**config.mk**
```make
export PLATFORM = sky130hd
export DESIGN_NAME = tpbf_trigger
export DESIGN_NICKNAME = d
export VERILOG_FILES = /design/src/tpbf_pkg.sv /design/src/tpbf_timer.sv /design/src/tpbf_trigger.sv
export SDC_FILE = /design/constraint.sdc
export NUM_CORES = 1
export LEC_CHECK = 0
export BUFFER_PORTS_ARGS = -buffer_cell sky130_fd_sc_hd__buf_2
export CAP_MARGIN = 5
export CORE_UTILIZATION = 40
export DETAILED_ROUTE_END_ITERATION = 12
export PLACE_DENSITY_LB_ADDON = 0.12
export SLEW_MARGIN = 20
export SYNTH_ARGS = -nofsm -noshare
export SYNTH_HDL_FRONTEND = slang
export SYNTH_SLANG_ARGS = --single-unit
```
**constraint.sdc**
```tcl
create_clock -name mclk_in -period 7.6 [get_ports mclk_in]
set_clock_uncertainty 0.2 [all_clocks]
set_input_delay 2.28 -clock mclk_in [delete_from_list [all_inputs] [get_ports mclk_in]]
set_output_delay 2.28 -clock mclk_in [all_outputs]
set_load 0.02 [all_outputs]
```
**src/tpbf_pkg.sv**
```systemverilog
package tpbf_pkg;
  localparam int unsigned CLK_HZ = 10_000_000;
  localparam int unsigned SYNC_US = 200;
  localparam int unsigned SYNC_CYC = SYNC_US * (CLK_HZ / 1_000_000);
  localparam int unsigned INHIBIT_MS = 100;
  localparam int unsigned INHIBIT_CYC = INHIBIT_MS * (CLK_HZ / 1000);
  localparam int unsigned BURST1_US = 16_667;
  localparam int unsigned BURST1_CYC = BURST1_US * (CLK_HZ / 1_000_000);
  localparam int unsigned BURST2_US = 13_333;
  localparam int unsigned BURST2_CYC = BURST2_US * (CLK_HZ / 1_000_000);
  localparam int unsigned DLY1_US = 6000;
  localparam int unsigned DLY1_CYC = DLY1_US * (CLK_HZ / 1_000_000);
  localparam int unsigned DLY2_US = 4500;
  localparam int unsigned DLY2_CYC = DLY2_US * (CLK_HZ / 1_000_000);
  localparam int unsigned TRI_STEP_DEF = 78;
  localparam int unsigned PULSE_PER_DEF = 500;
  localparam int unsigned PULSE_WID_DEF = 100;
  localparam int unsigned CNT_W = 24;
  localparam int unsigned LVL_W = 8;
  localparam logic [LVL_W-1:0] LVL_MAX = 8'hff;
endpackage

```
**src/tpbf_timer.sv**
```systemverilog
`timescale 1ns/10ps
`default_nettype none
module tpbf_timer (
  // Clock and reset
  input wire logic clk_in,
  input wire logic rst_n_in,
  // Control
  input wire logic start_in,
  input wire logic [tpbf_pkg::CNT_W-1:0] len_in,
  // Status
  output logic busy_out,
  output logic done_out
);
  logic [tpbf_pkg::CNT_W-1:0] cnt_ff;

  always_ff @(posedge clk_in or negedge rst_n_in) begin
    if (!rst_n_in) begin
      cnt_ff <= '0;
      busy_out <= 1'b0;
      done_out <= 1'b0;
    end else begin
      done_out <= 1'b0;
      if (start_in && !busy_out) begin
        cnt_ff <= len_in;
        busy_out <= 1'b1;
      end else if (busy_out) begin
        if (cnt_ff <= 24'h000001) begin
          busy_out <= 1'b0;
          done_out <= 1'b1;
        end
        cnt_ff <= cnt_ff - 24'h000001;
      end
    end
  end
endmodule
`default_nettype wire

```
**src/tpbf_trigger.sv**
```systemverilog
`timescale 1ns/10ps
`default_nettype none
module tpbf_trigger (
  // Clock and reset
  input wire logic mclk_in,
  input wire logic arst_n_in,
  // Mains sync, one per phase pair, synchronous level
  input wire logic sync1_in,
  input wire logic sync2_in,
  // Configuration
  input wire logic xfmr_mode_in,
  input wire logic [tpbf_pkg::LVL_W-1:0] level_in,
  input wire logic [15:0] tri_step_in,
  input wire logic [23:0] dly1_in,
  input wire logic [23:0] dly2_in,
  input wire logic [15:0] pulse_per_in,
  input wire logic [15:0] pulse_wid_in,
  // Triac gates and status
  output logic first_phase_triac_out,
  output logic second_phase_triac_out,
  output logic third_phase_triac_out,
  output logic demand_out,
  output logic inhibit_out,
  output logic burst1_out,
  output logic burst2_out
);
  ////////////////////////////////////////////////////////////////
  logic rs1_ff, rst_n;
  always_ff @(posedge mclk_in or negedge arst_n_in) begin
    if (!arst_n_in) begin
      rs1_ff <= 1'b0;
      rst_n <= 1'b0;
    end else begin
      rs1_ff <= 1'b1;
      rst_n <= rs1_ff;
    end
  end

  // Power-on inhibit
  logic [23:0] inh_cnt_ff;
  always_ff @(posedge mclk_in or negedge rst_n) begin
    if (!rst_n) begin
      inh_cnt_ff <= '0;
      inhibit_out <= 1'b1;
    end else if (inh_cnt_ff < 24'(tpbf_pkg::INHIBIT_CYC - 1)) begin
      inh_cnt_ff <= inh_cnt_ff + 24'h000001;
    end else begin
      inhibit_out <= 1'b0;
    end
  end

  ////////////////////////////////////////////////////////////////
  // Triangle: count up then down; step sets repetition period
  logic [23:0] tri_ff;
  logic up_ff;
  localparam logic [23:0] TRI_TOP = 24'hff0000;
  always_ff @(posedge mclk_in or negedge rst_n) begin
    if (!rst_n) begin
      tri_ff <= '0;
      up_ff <= 1'b1;
    end else if (up_ff) begin
      if (tri_ff >= TRI_TOP - {8'h00, tri_step_in}) begin
        up_ff <= 1'b0;
      end else begin
        tri_ff <= tri_ff + {8'h00, tri_step_in};
      end
    end else begin
      if (tri_ff <= {8'h00, tri_step_in}) begin
        up_ff <= 1'b1;
      end else begin
        tri_ff <= tri_ff - {8'h00, tri_step_in};
      end
    end
  end

  // Level compared at top byte; full level means high whenever not inhibited
  always_ff @(posedge mclk_in or negedge rst_n) begin
    if (!rst_n) begin
      demand_out <= 1'b0;
    end else begin
      demand_out <= !inhibit_out && ((level_in == tpbf_pkg::LVL_MAX) ||
                    (tri_ff[23:16] < level_in));
    end
  end

  ////////////////////////////////////////////////////////////////
  // Sync rising edges
  logic s1_d_ff, s2_d_ff;
  always_ff @(posedge mclk_in or negedge rst_n) begin
    if (!rst_n) begin
      s1_d_ff <= 1'b0;
      s2_d_ff <= 1'b0;
    end else begin
      s1_d_ff <= sync1_in;
      s2_d_ff <= sync2_in;
    end
  end
  logic s1_rise, s2_rise;
  assign s1_rise = sync1_in && !s1_d_ff;
  assign s2_rise = sync2_in && !s2_d_ff;

  // One-shots: delay in transformer mode, else one cycle
  logic os1_busy, os1_done, os2_busy, os2_done;
  logic [23:0] len1, len2;
  assign len1 = xfmr_mode_in ? dly1_in : 24'h000001;
  assign len2 = xfmr_mode_in ? dly2_in : 24'h000001;
  tpbf_timer u_os1 (
    .clk_in(mclk_in),
    .rst_n_in(rst_n),
    .start_in(s1_rise && demand_out && !inhibit_out),
    .len_in(len1),
    .busy_out(os1_busy),
    .done_out(os1_done)
  );
  tpbf_timer u_os2 (
    .clk_in(mclk_in),
    .rst_n_in(rst_n),
    .start_in(s2_rise && burst1_out),
    .len_in(len2),
    .busy_out(os2_busy),
    .done_out(os2_done)
  );

  ////////////////////////////////////////////////////////////////
  // Burst enables: set by one-shot end, cleared by own sync or length
  logic [23:0] b1_cnt_ff, b2_cnt_ff;
  always_ff @(posedge mclk_in or negedge rst_n) begin
    if (!rst_n) begin
      burst1_out <= 1'b0;
      b1_cnt_ff <= '0;
    end else if (os1_done) begin
      burst1_out <= 1'b1;
      b1_cnt_ff <= 24'(tpbf_pkg::BURST1_CYC);
    end else if (burst1_out) begin
      b1_cnt_ff <= b1_cnt_ff - 24'h000001;
      // Sync clears only while its one-shot is idle, on the edge that restarts it; demand drop cannot cut it
      if ((s1_rise && !os1_busy) || b1_cnt_ff <= 24'h000001) begin
        burst1_out <= 1'b0;
      end
    end
  end
  always_ff @(posedge mclk_in or negedge rst_n) begin
    if (!rst_n) begin
      burst2_out <= 1'b0;
      b2_cnt_ff <= '0;
    end else if (os2_done) begin
      burst2_out <= 1'b1;
      b2_cnt_ff <= 24'(tpbf_pkg::BURST2_CYC);
    end else if (burst2_out) begin
      b2_cnt_ff <= b2_cnt_ff - 24'h000001;
      if ((s2_rise && !os2_busy) || b2_cnt_ff <= 24'h000001) begin
        burst2_out <= 1'b0;
      end
    end
  end

  ////////////////////////////////////////////////////////////////
  // Pulse train
  logic [15:0] pcnt_ff;
  logic ptrain;
  always_ff @(posedge mclk_in or negedge rst_n) begin
    if (!rst_n) begin
      pcnt_ff <= '0;
    end else if (pcnt_ff + 16'h0001 >= pulse_per_in) begin
      pcnt_ff <= '0;
    end else begin
      pcnt_ff <= pcnt_ff + 16'h0001;
    end
  end
  assign ptrain = pcnt_ff < pulse_wid_in;

  always_ff @(posedge mclk_in or negedge rst_n) begin
    if (!rst_n) begin
      first_phase_triac_out <= 1'b0;
      second_phase_triac_out <= 1'b0;
      third_phase_triac_out <= 1'b0;
    end else begin
      first_phase_triac_out <= burst1_out && ptrain && !inhibit_out;
      second_phase_triac_out <= burst2_out && ptrain && !inhibit_out;
      // In transformer mode only, steady gate drive keeps the third triac conducting through every zero crossing
      third_phase_triac_out <= xfmr_mode_in && !inhibit_out;
    end
  end

  ////////////////////////////////////////////////////////////////
  chk_gate_needs_burst: assert property (@(posedge mclk_in) disable iff (!rst_n)
    first_phase_triac_out |-> $past(burst1_out))
    else $error("first gate pulse without burst");
  chk_gate2_needs_burst: assert property (@(posedge mclk_in) disable iff (!rst_n)
    second_phase_triac_out |-> $past(burst2_out))
    else $error("second gate pulse without burst");
  chk_inhibit_blocks: assert property (@(posedge mclk_in) disable iff (!rst_n)
    inhibit_out |-> !demand_out)
    else $error("demand during inhibit");
  chk_demand_low_cmp: assert property (@(posedge mclk_in) disable iff (!rst_n)
    (level_in != tpbf_pkg::LVL_MAX && tri_ff[23:16] >= level_in) |=> !demand_out)
    else $error("demand high above level");
  chk_burst1_set: assert property (@(posedge mclk_in) disable iff (!rst_n)
    os1_done |=> burst1_out)
    else $error("burst1 not set by one-shot");
  chk_burst1_clear: assert property (@(posedge mclk_in) disable iff (!rst_n)
    (burst1_out && s1_rise && !os1_busy && !os1_done) |=> !burst1_out)
    else $error("burst1 not cleared by sync");
  chk_os1_blocked: assert property (@(posedge mclk_in) disable iff (!rst_n)
    (!demand_out && !os1_busy) |=> !os1_busy)
    else $error("one-shot fired without demand");
  chk_third_on: assert property (@(posedge mclk_in) disable iff (!rst_n)
    (xfmr_mode_in && !inhibit_out) |=> third_phase_triac_out)
    else $error("third triac not triggered");
endmodule
`default_nettype wire

```
# ---- After elaboration in Yosys (flattened, before gate mapping)
# Cells that the tools add are included.
dict set report totals {
  latch_bits 0
  ram_bits 0
  inputBits 109
  reg_bits 176
  mem_bits_ro 0
  n_memories 0
}
dict set report classes {
  n_addsub 9
  n_reduce_logical 28
  order_cmp 10
  shifts 0
  n_bitwise 0
  n_mux 35
  div_mod_pow 0
  n_eq_ne 3
  mul 0
}
# operator count
set ops {}
lappend ops {{$mux 24} 13}
lappend ops {{$le 24x1->1 const B} 4}
lappend ops {{$sub 24x1->24 const B} 4}
lappend ops {{$add 24x1->24 const B} 1}
lappend ops {{$add 24x16->24} 1}
lappend ops {{$ge 24x24->1} 1}
lappend ops {{$le 24x16->1} 1}
lappend ops {{$lt 24x20->1 const B} 1}
lappend ops {{$sub 24x16->24} 1}
lappend ops {{$mux 1} 21}
lappend ops {{$sub 17x17->18 const A} 1}
lappend ops {{$add 16x1->16 const B} 1}
lappend ops {{$ge 16x16->1} 1}
lappend ops {{$lt 16x16->1} 1}
lappend ops {{$mux 16} 1}
lappend ops {{$logic_and 1x1->1} 15}
lappend ops {{$eq 8x8->1 const B} 1}
lappend ops {{$lt 8x8->1} 1}
lappend ops {{$reduce_bool 2->1} 4}
lappend ops {{$logic_not 1->1} 5}
lappend ops {{$ne 2x2->1 const B} 2}
lappend ops {{$logic_or 1x1->1} 3}
lappend ops {{$reduce_and 2->1} 1}

# ---- Depth between registers and ports, before layout
# Gate-level depths: netlist (run 1).
dict set report depth {
  word_depth 7
  mapped_depth 15
  depth_no_buf 14
}

# ---- Modules after synthesis
# From an unflattened synthesis (run 1), not the netlist that was laid out.
dict set report unflattened {
  cells_unflattened 1390
  area_unflattened_um2 12405.6
}
# module area_each_um2 instances cells_each
set modules_own_cells {}
lappend modules_own_cells {tpbf_trigger 9157.5 1 1044}
lappend modules_own_cells {tpbf_timer 1624.1 2 173}

# ---- Least setup slack after synthesis (run 1)
# No wires, ideal clock.
dict set report synth_timing {
  path_kind {input -> register}
  startpoint {input tri_step_in[3]}
  endpoint {register tri_ff[19]}
  slack_ns 2.368
  arrival_time_ns 4.945
  cell_stages 13
  setup_time_ns 0.087
  required_ns 7.313
  cell_sequence {nor2_1 nand3_1 nor4_1 nand2_1 nor3_1 xnor2_1 ha_1 a21boi_0 a311oi_1 a21oi_1 o211a_1 or4_1 a211oi_2}
}
dict set report synth_between {
  elab_chain_cells 4
}
# item line_no
set synth_lines {}
lappend synth_lines {{start: declaration} tpbf_trigger.sv:13} ;# input wire logic [15:0] tri_step_in,
lappend synth_lines {{$sub 17x17->18} tpbf_trigger.sv:62} ;# if (tri_ff >= TRI_TOP - {8'h00, tri_step_in}) begin
lappend synth_lines {{$ge 24x24->1} tpbf_trigger.sv:62}
lappend synth_lines {{$ne 2x2->1 (no source line)} n/a}
lappend synth_lines {{$reduce_and 2->1 (no source line)} n/a}
lappend synth_lines {{end signal: assignment} tpbf_trigger.sv:65} ;# tri_ff <= tri_ff + {8'h00, tri_step_in};
lappend synth_lines {{end signal: assignment} tpbf_trigger.sv:71} ;# tri_ff <= tri_ff - {8'h00, tri_step_in};
lappend synth_lines {{end: declaration} tpbf_trigger.sv:54} ;# logic [23:0] tri_ff;
# Several ways; a longest one is shown, not always the timed one. The select of a mux whose other input is x is not followed.
# A chain may end at the register's enable or synchronous reset.

# ---- Final worst setup path (run 1)
dict set report layout_timing {
  startpoint {input tri_step_in[2]}
  endpoint {register tri_ff[19]}
}
# The elaborated chain is that of the path after synthesis.

==> results of run 1 <==
-- flip-flops by register name, summed over array words and instances (netlist names), 16 cells and up --
| signal | flops |
|---|---|
| tri_ff | 24 |
| u_os1.cnt_ff | 24 |
| b2_cnt_ff | 24 |
| b1_cnt_ff | 24 |
| pcnt_ff | 16 |
| inh_cnt_ff | 24 |
| u_os2.cnt_ff | 24 |
-- layout make-up --
| cell class | count | area share [%] |
|---|---|---|
| Timing Repair Buffer | 121 | 4.72 |
| Sequential cell | 176 | 32.5 |
| Clock inverter | 13 | 0.940 |
| Inverter | 87 | 2.41 |
| Multi-Input combinational cell | 1061 | 52.5 |
| Clock buffer | 19 | 3.34 |
| Tap cell | 390 | 3.59 |
-- synth_stat cells (all sizes together), types with 33 or more instances --
| cell | n |
|---|---|
| xnor2 | 72 |
| nor2 | 120 |
| a21oi | 62 |
| xor2 | 33 |
| nor3 | 65 |
| nand2 | 99 |
| dfrtp | 174 |
| ha | 97 |
| o21ai | 98 |
| nand3 | 47 |
| clkbuf | 52 |
| inv | 86 |
-- layer usage --
metal / part of all wire [%] / vias up
met1: 50 / 4894
met4: 1.1 / 0
met5: 0 / -
met3: 3.5 / 27
met2: 45 / 206
li1: - / 5131
-- logic make-up (layout without fill, tap and decap cells) --
logic type | count (synthesis) | after routing
buffers and inverters | 143 | 240
XOR/XNOR | 105 | 105
multiplexers | 4 | 4
other | 1 | 1
AND/OR/NAND/NOR | 512 | 512
AO/OA/AOI/OAI | 340 | 340
adder cells (fa/ha/maj) | 99 | 99
flip-flops | 176 | 176
-- cell usage in the layout, fill, tap and decap left out, drive strengths merged, types with 9 or more instances in the layout --
cell and n:
nor4 25, ha 97, xor2 33, buf 121, a21o 20, a21oi 62, nand3 47, clkbuf 19
xnor2 72, nand2 99, a21boi 20, o21ai 98, or3 18, nand2b 32, inv 90, o211ai 14
nor3 65, dfrtp 174, and2 9, nor2b 14, nor2 120, a211oi 19, or2 10, or4 12
nand4 24, a31oi 13
-- worst max-delay path, stage by stage --
cell      delay (ns)
buf_2           0.13
nor2_1          0.18
nand3_1         0.17
nor4_1          0.29
nand3_1         0.25
xnor2_1         0.19
ha_1            0.31
a21oi_1         0.15
a21boi_0        0.10
a311oi_1        0.26
a21oi_1         0.15
o211a_1         0.55
or4_1           0.64
a211oi_2        0.20
-- power breakdown --
part	total [mW]	internal [mW]	leakage (nW)	switching, mW
sequential	1.34	1.10	2.28	0.233
combinational	1.43	0.608	3.70	0.817
clock	0.864	0.476	0.282	0.388
total	3.63	2.19	6.27	1.44
-- per-stage QoR --
stage,instances,hold WS [ns],area (sq um),worst slack (ns),power [mW]
floorplan,1380,0.131,12100,2.14,2.36
global placement,1834,0.136,13000,1.52,2.75
detailed placement,1834,0.148,13000,1.45,2.76
CTS,1866,0.161,13500,1.87,3.64
global route,1867,0.0521,13600,1.49,3.90
finish,1867,0.0285,13600,1.89,3.63
-- worst paths after layout --
| kind | startpoint | end | slack (ns) | cells past startpoint |
|---|---|---|---|---|
| min in group mclk_in | rs1_ff | rst_n | 0.16 | 0 |
| max reg2reg | tri_ff[0] | tri_ff[19] | 4.09 | 9 |
| min | rst_n | u_os2.cnt_ff[1] | 0.03 | 0 |
| min reg2reg | rst_n | u_os2.cnt_ff[1] | 0.03 | 0 |
| max | tri_step_in[2] | tri_ff[19] | 1.89 | 14 |
| max in group asynchronous | arst_n_in | rst_n | 5.66 | 1 |
==> flow_summary_export.csv, run 1 <==
group,metric,value,unit
logic_synthesis,ys_ff_latch,176,
logic_synthesis,synth_adder_area_share,10.4,%
setup_path,crit_required,7.73,ns
sta,setup_violations,0,
clocking,cts.clk_slew.worst_paths,0.08,ns
floorplan,die-area,30900,sq um
floorplan,die_x,176,microns
sta,finalMaxSlewViolations,0,
placed_design,routabilityCongestion,0.863,
grt,top_usage_layer,"met2",
layout,area_growth,12.4,%
logic_synthesis,synthMuxAreaShare,0.363,%
detailed_routing,drt-pass1-iter-count,5,
layout,final_layout_size_suffix_gt1_share,12.8,%
min_path,hp-class,"register to asynchronous set/reset pin",
logic_synthesis,yosys_warnings,0,
pwr,ir_drop,0.147,mV
grt,track_usage,19.9,%
sta,fin_crit_sh,75.2,%
placed_design,hpwl,22100,microns
clocking,h-tree-depth,4,
layout,regArea,4410,sq um
logic_synthesis,synth_top_family_by_area,"simple AND/OR/NAND/NOR gates",
floorplan,die_h,176,microns
clocking,cts_root_buffer,"clkbuf_16",
clocking,cts_setup_buffers,0,
logic_synthesis,syn_inst,1380,
logic_synthesis,yosys-top-cells-area,"dfrtp_1 (36%), ha_1 (10%), xnor2_1 (5.2%)",
logic_synthesis,synth-xor-area-share,7.62,%
floorplan,core.rowCount,63,
logic_synthesis,synth_enable_flop_cells,0,
detailed_routing,ant_nets,0,
clocking,clk_latency,0.43,ns
logic_synthesis,synth_ff_type,"dfrtp_1",
detailed_routing,wl,30000,microns
sta,fmax,175,MHz
clocking,cts_tree,"built",
setup_path,start_kind,"input pin",
sta,relSlewSlack,34.8,%
sta,fin_setup_tns,0,ns
layout,nFillCells,3009,
logic_synthesis,synthesis.nets,1588,
logic_synthesis,synth-simple-area-share,21.9,%
floorplan,num_io_pins,116,
layout,fin_util,45.8,%
logic_synthesis,syn_area_per_cell,8.75,sq um
placed_design,portBuffers,115,
pwr,pwr_density_cell,267,nW/um^2
clocking,hold_buffers,0,
clocking,cts_made_buffers,17,
detailed_routing,wire_per_inst,16.1,microns
grt,grt_pass1_vias,9933,
logic_synthesis,synth_compound_gate_area_share,18.7,%
detailed_routing,drt_iter0_drc,575,
layout,multiInputGateArea,7130,sq um
logic_synthesis,synthesis.area,12100,sq um
sta,period_minus_slack,5.71,ns
grt,grt_pass1_wl,49900,microns
flow_run,max_cap_violations,0,
grt,grt_overflow,0,
floorplan,coreArea,29600,sq um
sta,worstMarginPinSlew,0.972,ns
setup_path,worstPathMaxFanout,24,
floorplan,initial_core_util,40.7,%
logic_synthesis,synth_cell_types,78,
logic_synthesis,synth-async-reset-ratio,100,%
grt,grtUsageMet3,2.64,%
clocking,clockBufferDepth,2,
grt,antenna_found_initial,0,
grt,grtUsageMet2,31.5,%
logic_synthesis,yosysTopAreaCellShare,36.1,%
logic_synthesis,synth_seq_area_share,36.5,%
sta,finalHoldViolCount,0,
detailed_routing,drc,0,
clocking,cts_resized,0,
setup_path,crit_path_end_kind,"register",
clocking,cts_sinks,176,
run_status,status,"completed",
grt,grt_max_degree,79,
layout,antenna_cells,0,
sta,rsz0062_at_grt,"no",
detailed_routing,viasPerCell,5.49,
logic_synthesis,yosys.area.top_type,"dfrtp_1",
setup_path,arrival,5.84,ns
layout,nets,1672,
pwr,p_leak,6.27,nW
detailed_routing,vias,10300,
grt,use_met1,28.5,%
setup_path,worstSetupPathType,"input pin to register",
(Power assumes the default switching activity.)
==> run 2, diff against run 1 <==
ABC_AREA = 1   (was unset)
clock period = 5.8 ns   (was 7.6 ns; I/O delays follow)
==> run 2 against run 1 <==
Sequential cell count did not move. Area after synthesis rose by 14%. Sequential share of layout area fell by 3.7 points. Combinational power rose by 53%. Total power rose by 39%. Clock power rose by 35%. Sequential power rose by 27%. First-iteration DRC count rose by 41%. Utilization fell by 0.42 points. Critical path depth rose by 7. Cell area rose by 13%.
==> flow_summary_export.csv, run 2 <==
group,metric,value,unit
clocking,cts_root_buffer,"clkbuf_16",
sta,setup_violations,0,
floorplan,core.rowCount,67,
logic_synthesis,synth-async-reset-ratio,100,%
logic_synthesis,synth_adder_area_share,9.09,%
floorplan,die_x,188,microns
pwr,combPwrFrac,43.3,%
logic_synthesis,yosysMostFrequentCell,"nand2_1",
setup_path,reg2reg_slack,2.23,ns
min_path,hp-class,"register to asynchronous set/reset pin",
pwr,clkPwrFrac,23.1,%
logic_synthesis,synth_seq_area_share,31.9,%
sta,fin_setup_tns,0,ns
sta,fin_crit_sh,82.4,%
sta,period_minus_slack,4.78,ns
detailed_routing,drc,0,
logic_synthesis,synth_ff_type,"dfrtp_1",
layout,nets,2358,
placed_design,preCtsSetupSlack,0.559,ns
grt,grt_overflow,0,
setup_path,rr_startpoint,"pcnt_ff[0]",
layout,nFillCells,3524,
run_status,status,"completed",
setup_path,start_kind,"input pin",
detailed_routing,drt-pass1-iter-count,5,
placed_design,routabilityCongestion,0.927,
sta,worstMarginPinSlew,0.976,ns
logic_synthesis,synth_top_family_by_area,"simple AND/OR/NAND/NOR gates",
sta,relSlewSlack,34.8,%
logic_synthesis,yosys.area.top_type,"dfrtp_1",
setup_path,worstPathMaxFanout,35,
pwr,switchingPower,2.24,mW
logic_synthesis,yosys-top-cells-area,"dfrtp_1 (32%), nand2_1 (14%), ha_1 (8.8%)",
logic_synthesis,synthesis.nets,2265,
setup_path,crit_slowest_cell,"nand2_4",
sta,finalMaxSlewViolations,0,
pwr,p_leak,8.15,nW
clocking,hold_buffers,0,
logic_synthesis,ys_ff_latch,176,
clocking,cts_setup_buffers,0,
placed_design,portBuffers,115,
grt,track_usage,22.0,%
clocking,cts_resized,0,
clocking,cts_tree,"built",
setup_path,cp.buffers_inverters,3,
pwr,power_frac_seq,33.7,%
detailed_routing,drt_iter0_drc,808,
floorplan,die_h,188,microns
pwr,pwr_density_cell,330,nW/um^2
grt,grt_max_degree,158,
clocking,cts.clk_slew.worst_paths,0.08,ns
clocking,cts_made_buffers,17,
layout,layout_common_cells,"nand2_1 (522), inv_1 (317), nor2_1 (259), dfrtp_1 (173), a21oi_1 (136)",
logic_synthesis,synth_enable_flop_cells,0,
logic_synthesis,synthMuxAreaShare,0.0725,%
logic_synthesis,synth-simple-area-share,32.9,%
detailed_routing,viasPerCell,5.05,
logic_synthesis,yosysTopAreaCellShare,31.6,%
setup_path,crit_family,"simple AND/OR/NAND/NOR gates",
layout,area_growth,10.9,%
flow_run,max_cap_violations,0,
logic_synthesis,yosys-top-cells-count,"nand2_1 (522), inv_1 (317), nor2_1 (259)",
setup_path,arrival,4.92,ns
floorplan,initial_core_util,40.9,%
floorplan,die-area,35200,sq um
setup_path,crit_path_end_kind,"register",
setup_path,r2r-end,"pcnt_ff[9]",
logic_synthesis,synth_compound_gate_area_share,12.0,%
setup_path,path_common_cell,"nand2_1",
grt,antenna_found_initial,0,
grt,grt_pass1_wl,63000,microns
detailed_routing,wl,37200,microns
clocking,cts_sinks,176,
layout,antenna_cells,0,
clocking,clk_latency,0.45,ns
logic_synthesis,synth_cell_types,58,
floorplan,coreArea,33700,sq um
clocking,h-tree-depth,4,
grt,grt_pass1_vias,12700,
logic_synthesis,syn_inst,2057,
setup_path,critPathMaxStageDelay,0.35,ns
sta,rsz0062_at_grt,"no",
pwr,ir_drop,0.221,mV
clocking,clockBufferDepth,2,
layout,final_common_cell,"nand2_1",
sta,fmax,209,MHz
sta,finalHoldViolCount,0,
placed_design,hpwl,28800,microns
sta,worst_slack,1.02,ns
detailed_routing,wire_per_inst,14.2,microns
pwr,p_int,2.81,mW
logic_synthesis,synthesis.area,13800,sq um
pwr,sw_frac_of_total,44.4,%
floorplan,num_io_pins,116,
setup_path,worstSetupPathType,"input pin to register",
detailed_routing,vias,13200,
setup_path,crit_required,5.94,ns
logic_synthesis,synth-xor-area-share,3.43,%
setup_path,ff2ff_path_depth,18,
setup_path,cp_cell_sequence,"buf_2 -> inv_1 -> nand3_1 -> nor3_2 -> nand2_1 -> nor2_1 -> nand2_1 -> nor2_1 -> nand2_1 -> o21ai_0 -> nand2_1 -> ha_1 -> a21o_1 -> a21oi_1 -> nand2_1 -> a21oi_1 -> nand2_1 -> nand2_4 -> inv_4 -> nand2_1 -> nand2_1",
logic_synthesis,syn_area_per_cell,6.71,sq um
detailed_routing,ant_nets,0,
logic_synthesis,yosys_warnings,0,
layout,final_layout_size_suffix_gt1_share,9.34,%
==> run 2: final cells by class <==
cell class              count  area, sq um  share of cell area [%]
repair buffers            118          611                    3.99
clock inverters            13          128                   0.834
clock buffers              19          443                    2.90
inverters                 323         1210                    7.94
multi-input cells        1514         7930                    51.8
flip-flops and latches    176         4410                    28.8
well taps                 448          561                    3.66
==> run 2: power by group through the flow <==
stage	combinational [mW]	clock [mW]	sequential [mW]
2_1_floorplan	1.63	0	1.65
3_3_place_gp	2.15	0	1.72
3_5_place_dp	2.17	0	1.72
4_1_cts	2.18	1.20	1.70
5_1_grt	2.53	1.24	1.74
6_report	2.19	1.17	1.70
==> run 2: cells by family after synthesis <==
| group | count (synthesis) |
|---|---|
| AOI/OAI and AO/OA | 299 |
| xor gates and xnor gates | 54 |
| adders and majority gates | 99 |
| buffers and inverters | 367 |
| DFF | 176 |
| muxes | 1 |
| other | 1 |
| and+or+nand+nor | 1060 |
==> run 2: worst max-delay path by stage <==
| stage | startpoint | end | slack (ns) | depth (start not counted) |
|---|---|---|---|---|
| 6_report | tri_step_in[1] | tri_ff[10] | 1.02 | 21 |
| 4_1_cts | tri_step_in[1] | tri_ff[8] | 1.01 | 21 |
| 3_5_place_dp | tri_step_in[1] | tri_ff[8] | 0.56 | 21 |
| 5_1_grt | tri_step_in[1] | tri_ff[9] | 0.57 | 21 |
| 2_1_floorplan | rst_n | b1_cnt_ff[0] | 0.34 | 0 |
| 3_3_place_gp | tri_step_in[1] | tri_ff[10] | 0.58 | 21 |
==> run 2: per-stage QoR <==
step	hold WS [ns]	instance area (sq um)	total power, mW	util (%)	std cells
after floorplan	0.131	13800	3.29	-	2057
after global placement	0.0188	14700	3.87	43.7	2579
after detailed placement	0.0214	14700	3.89	43.7	2579
after CTS	0.0226	15300	5.08	45.4	2611
after global routing	0.0373	15300	5.51	45.4	2611
final	0.00450	15300	5.05	45.4	2611
==> run 2: metal layers <==
layer  vias to the layer above  GRT usage [%]  part of all wire (%)
met5                         -              0                     0
met3                        43           3.07                   4.1
met2                       261           34.0                    43
met4                         0           6.50                   1.8
li1                       6776              -                     -
met1                      6111           31.6                    51
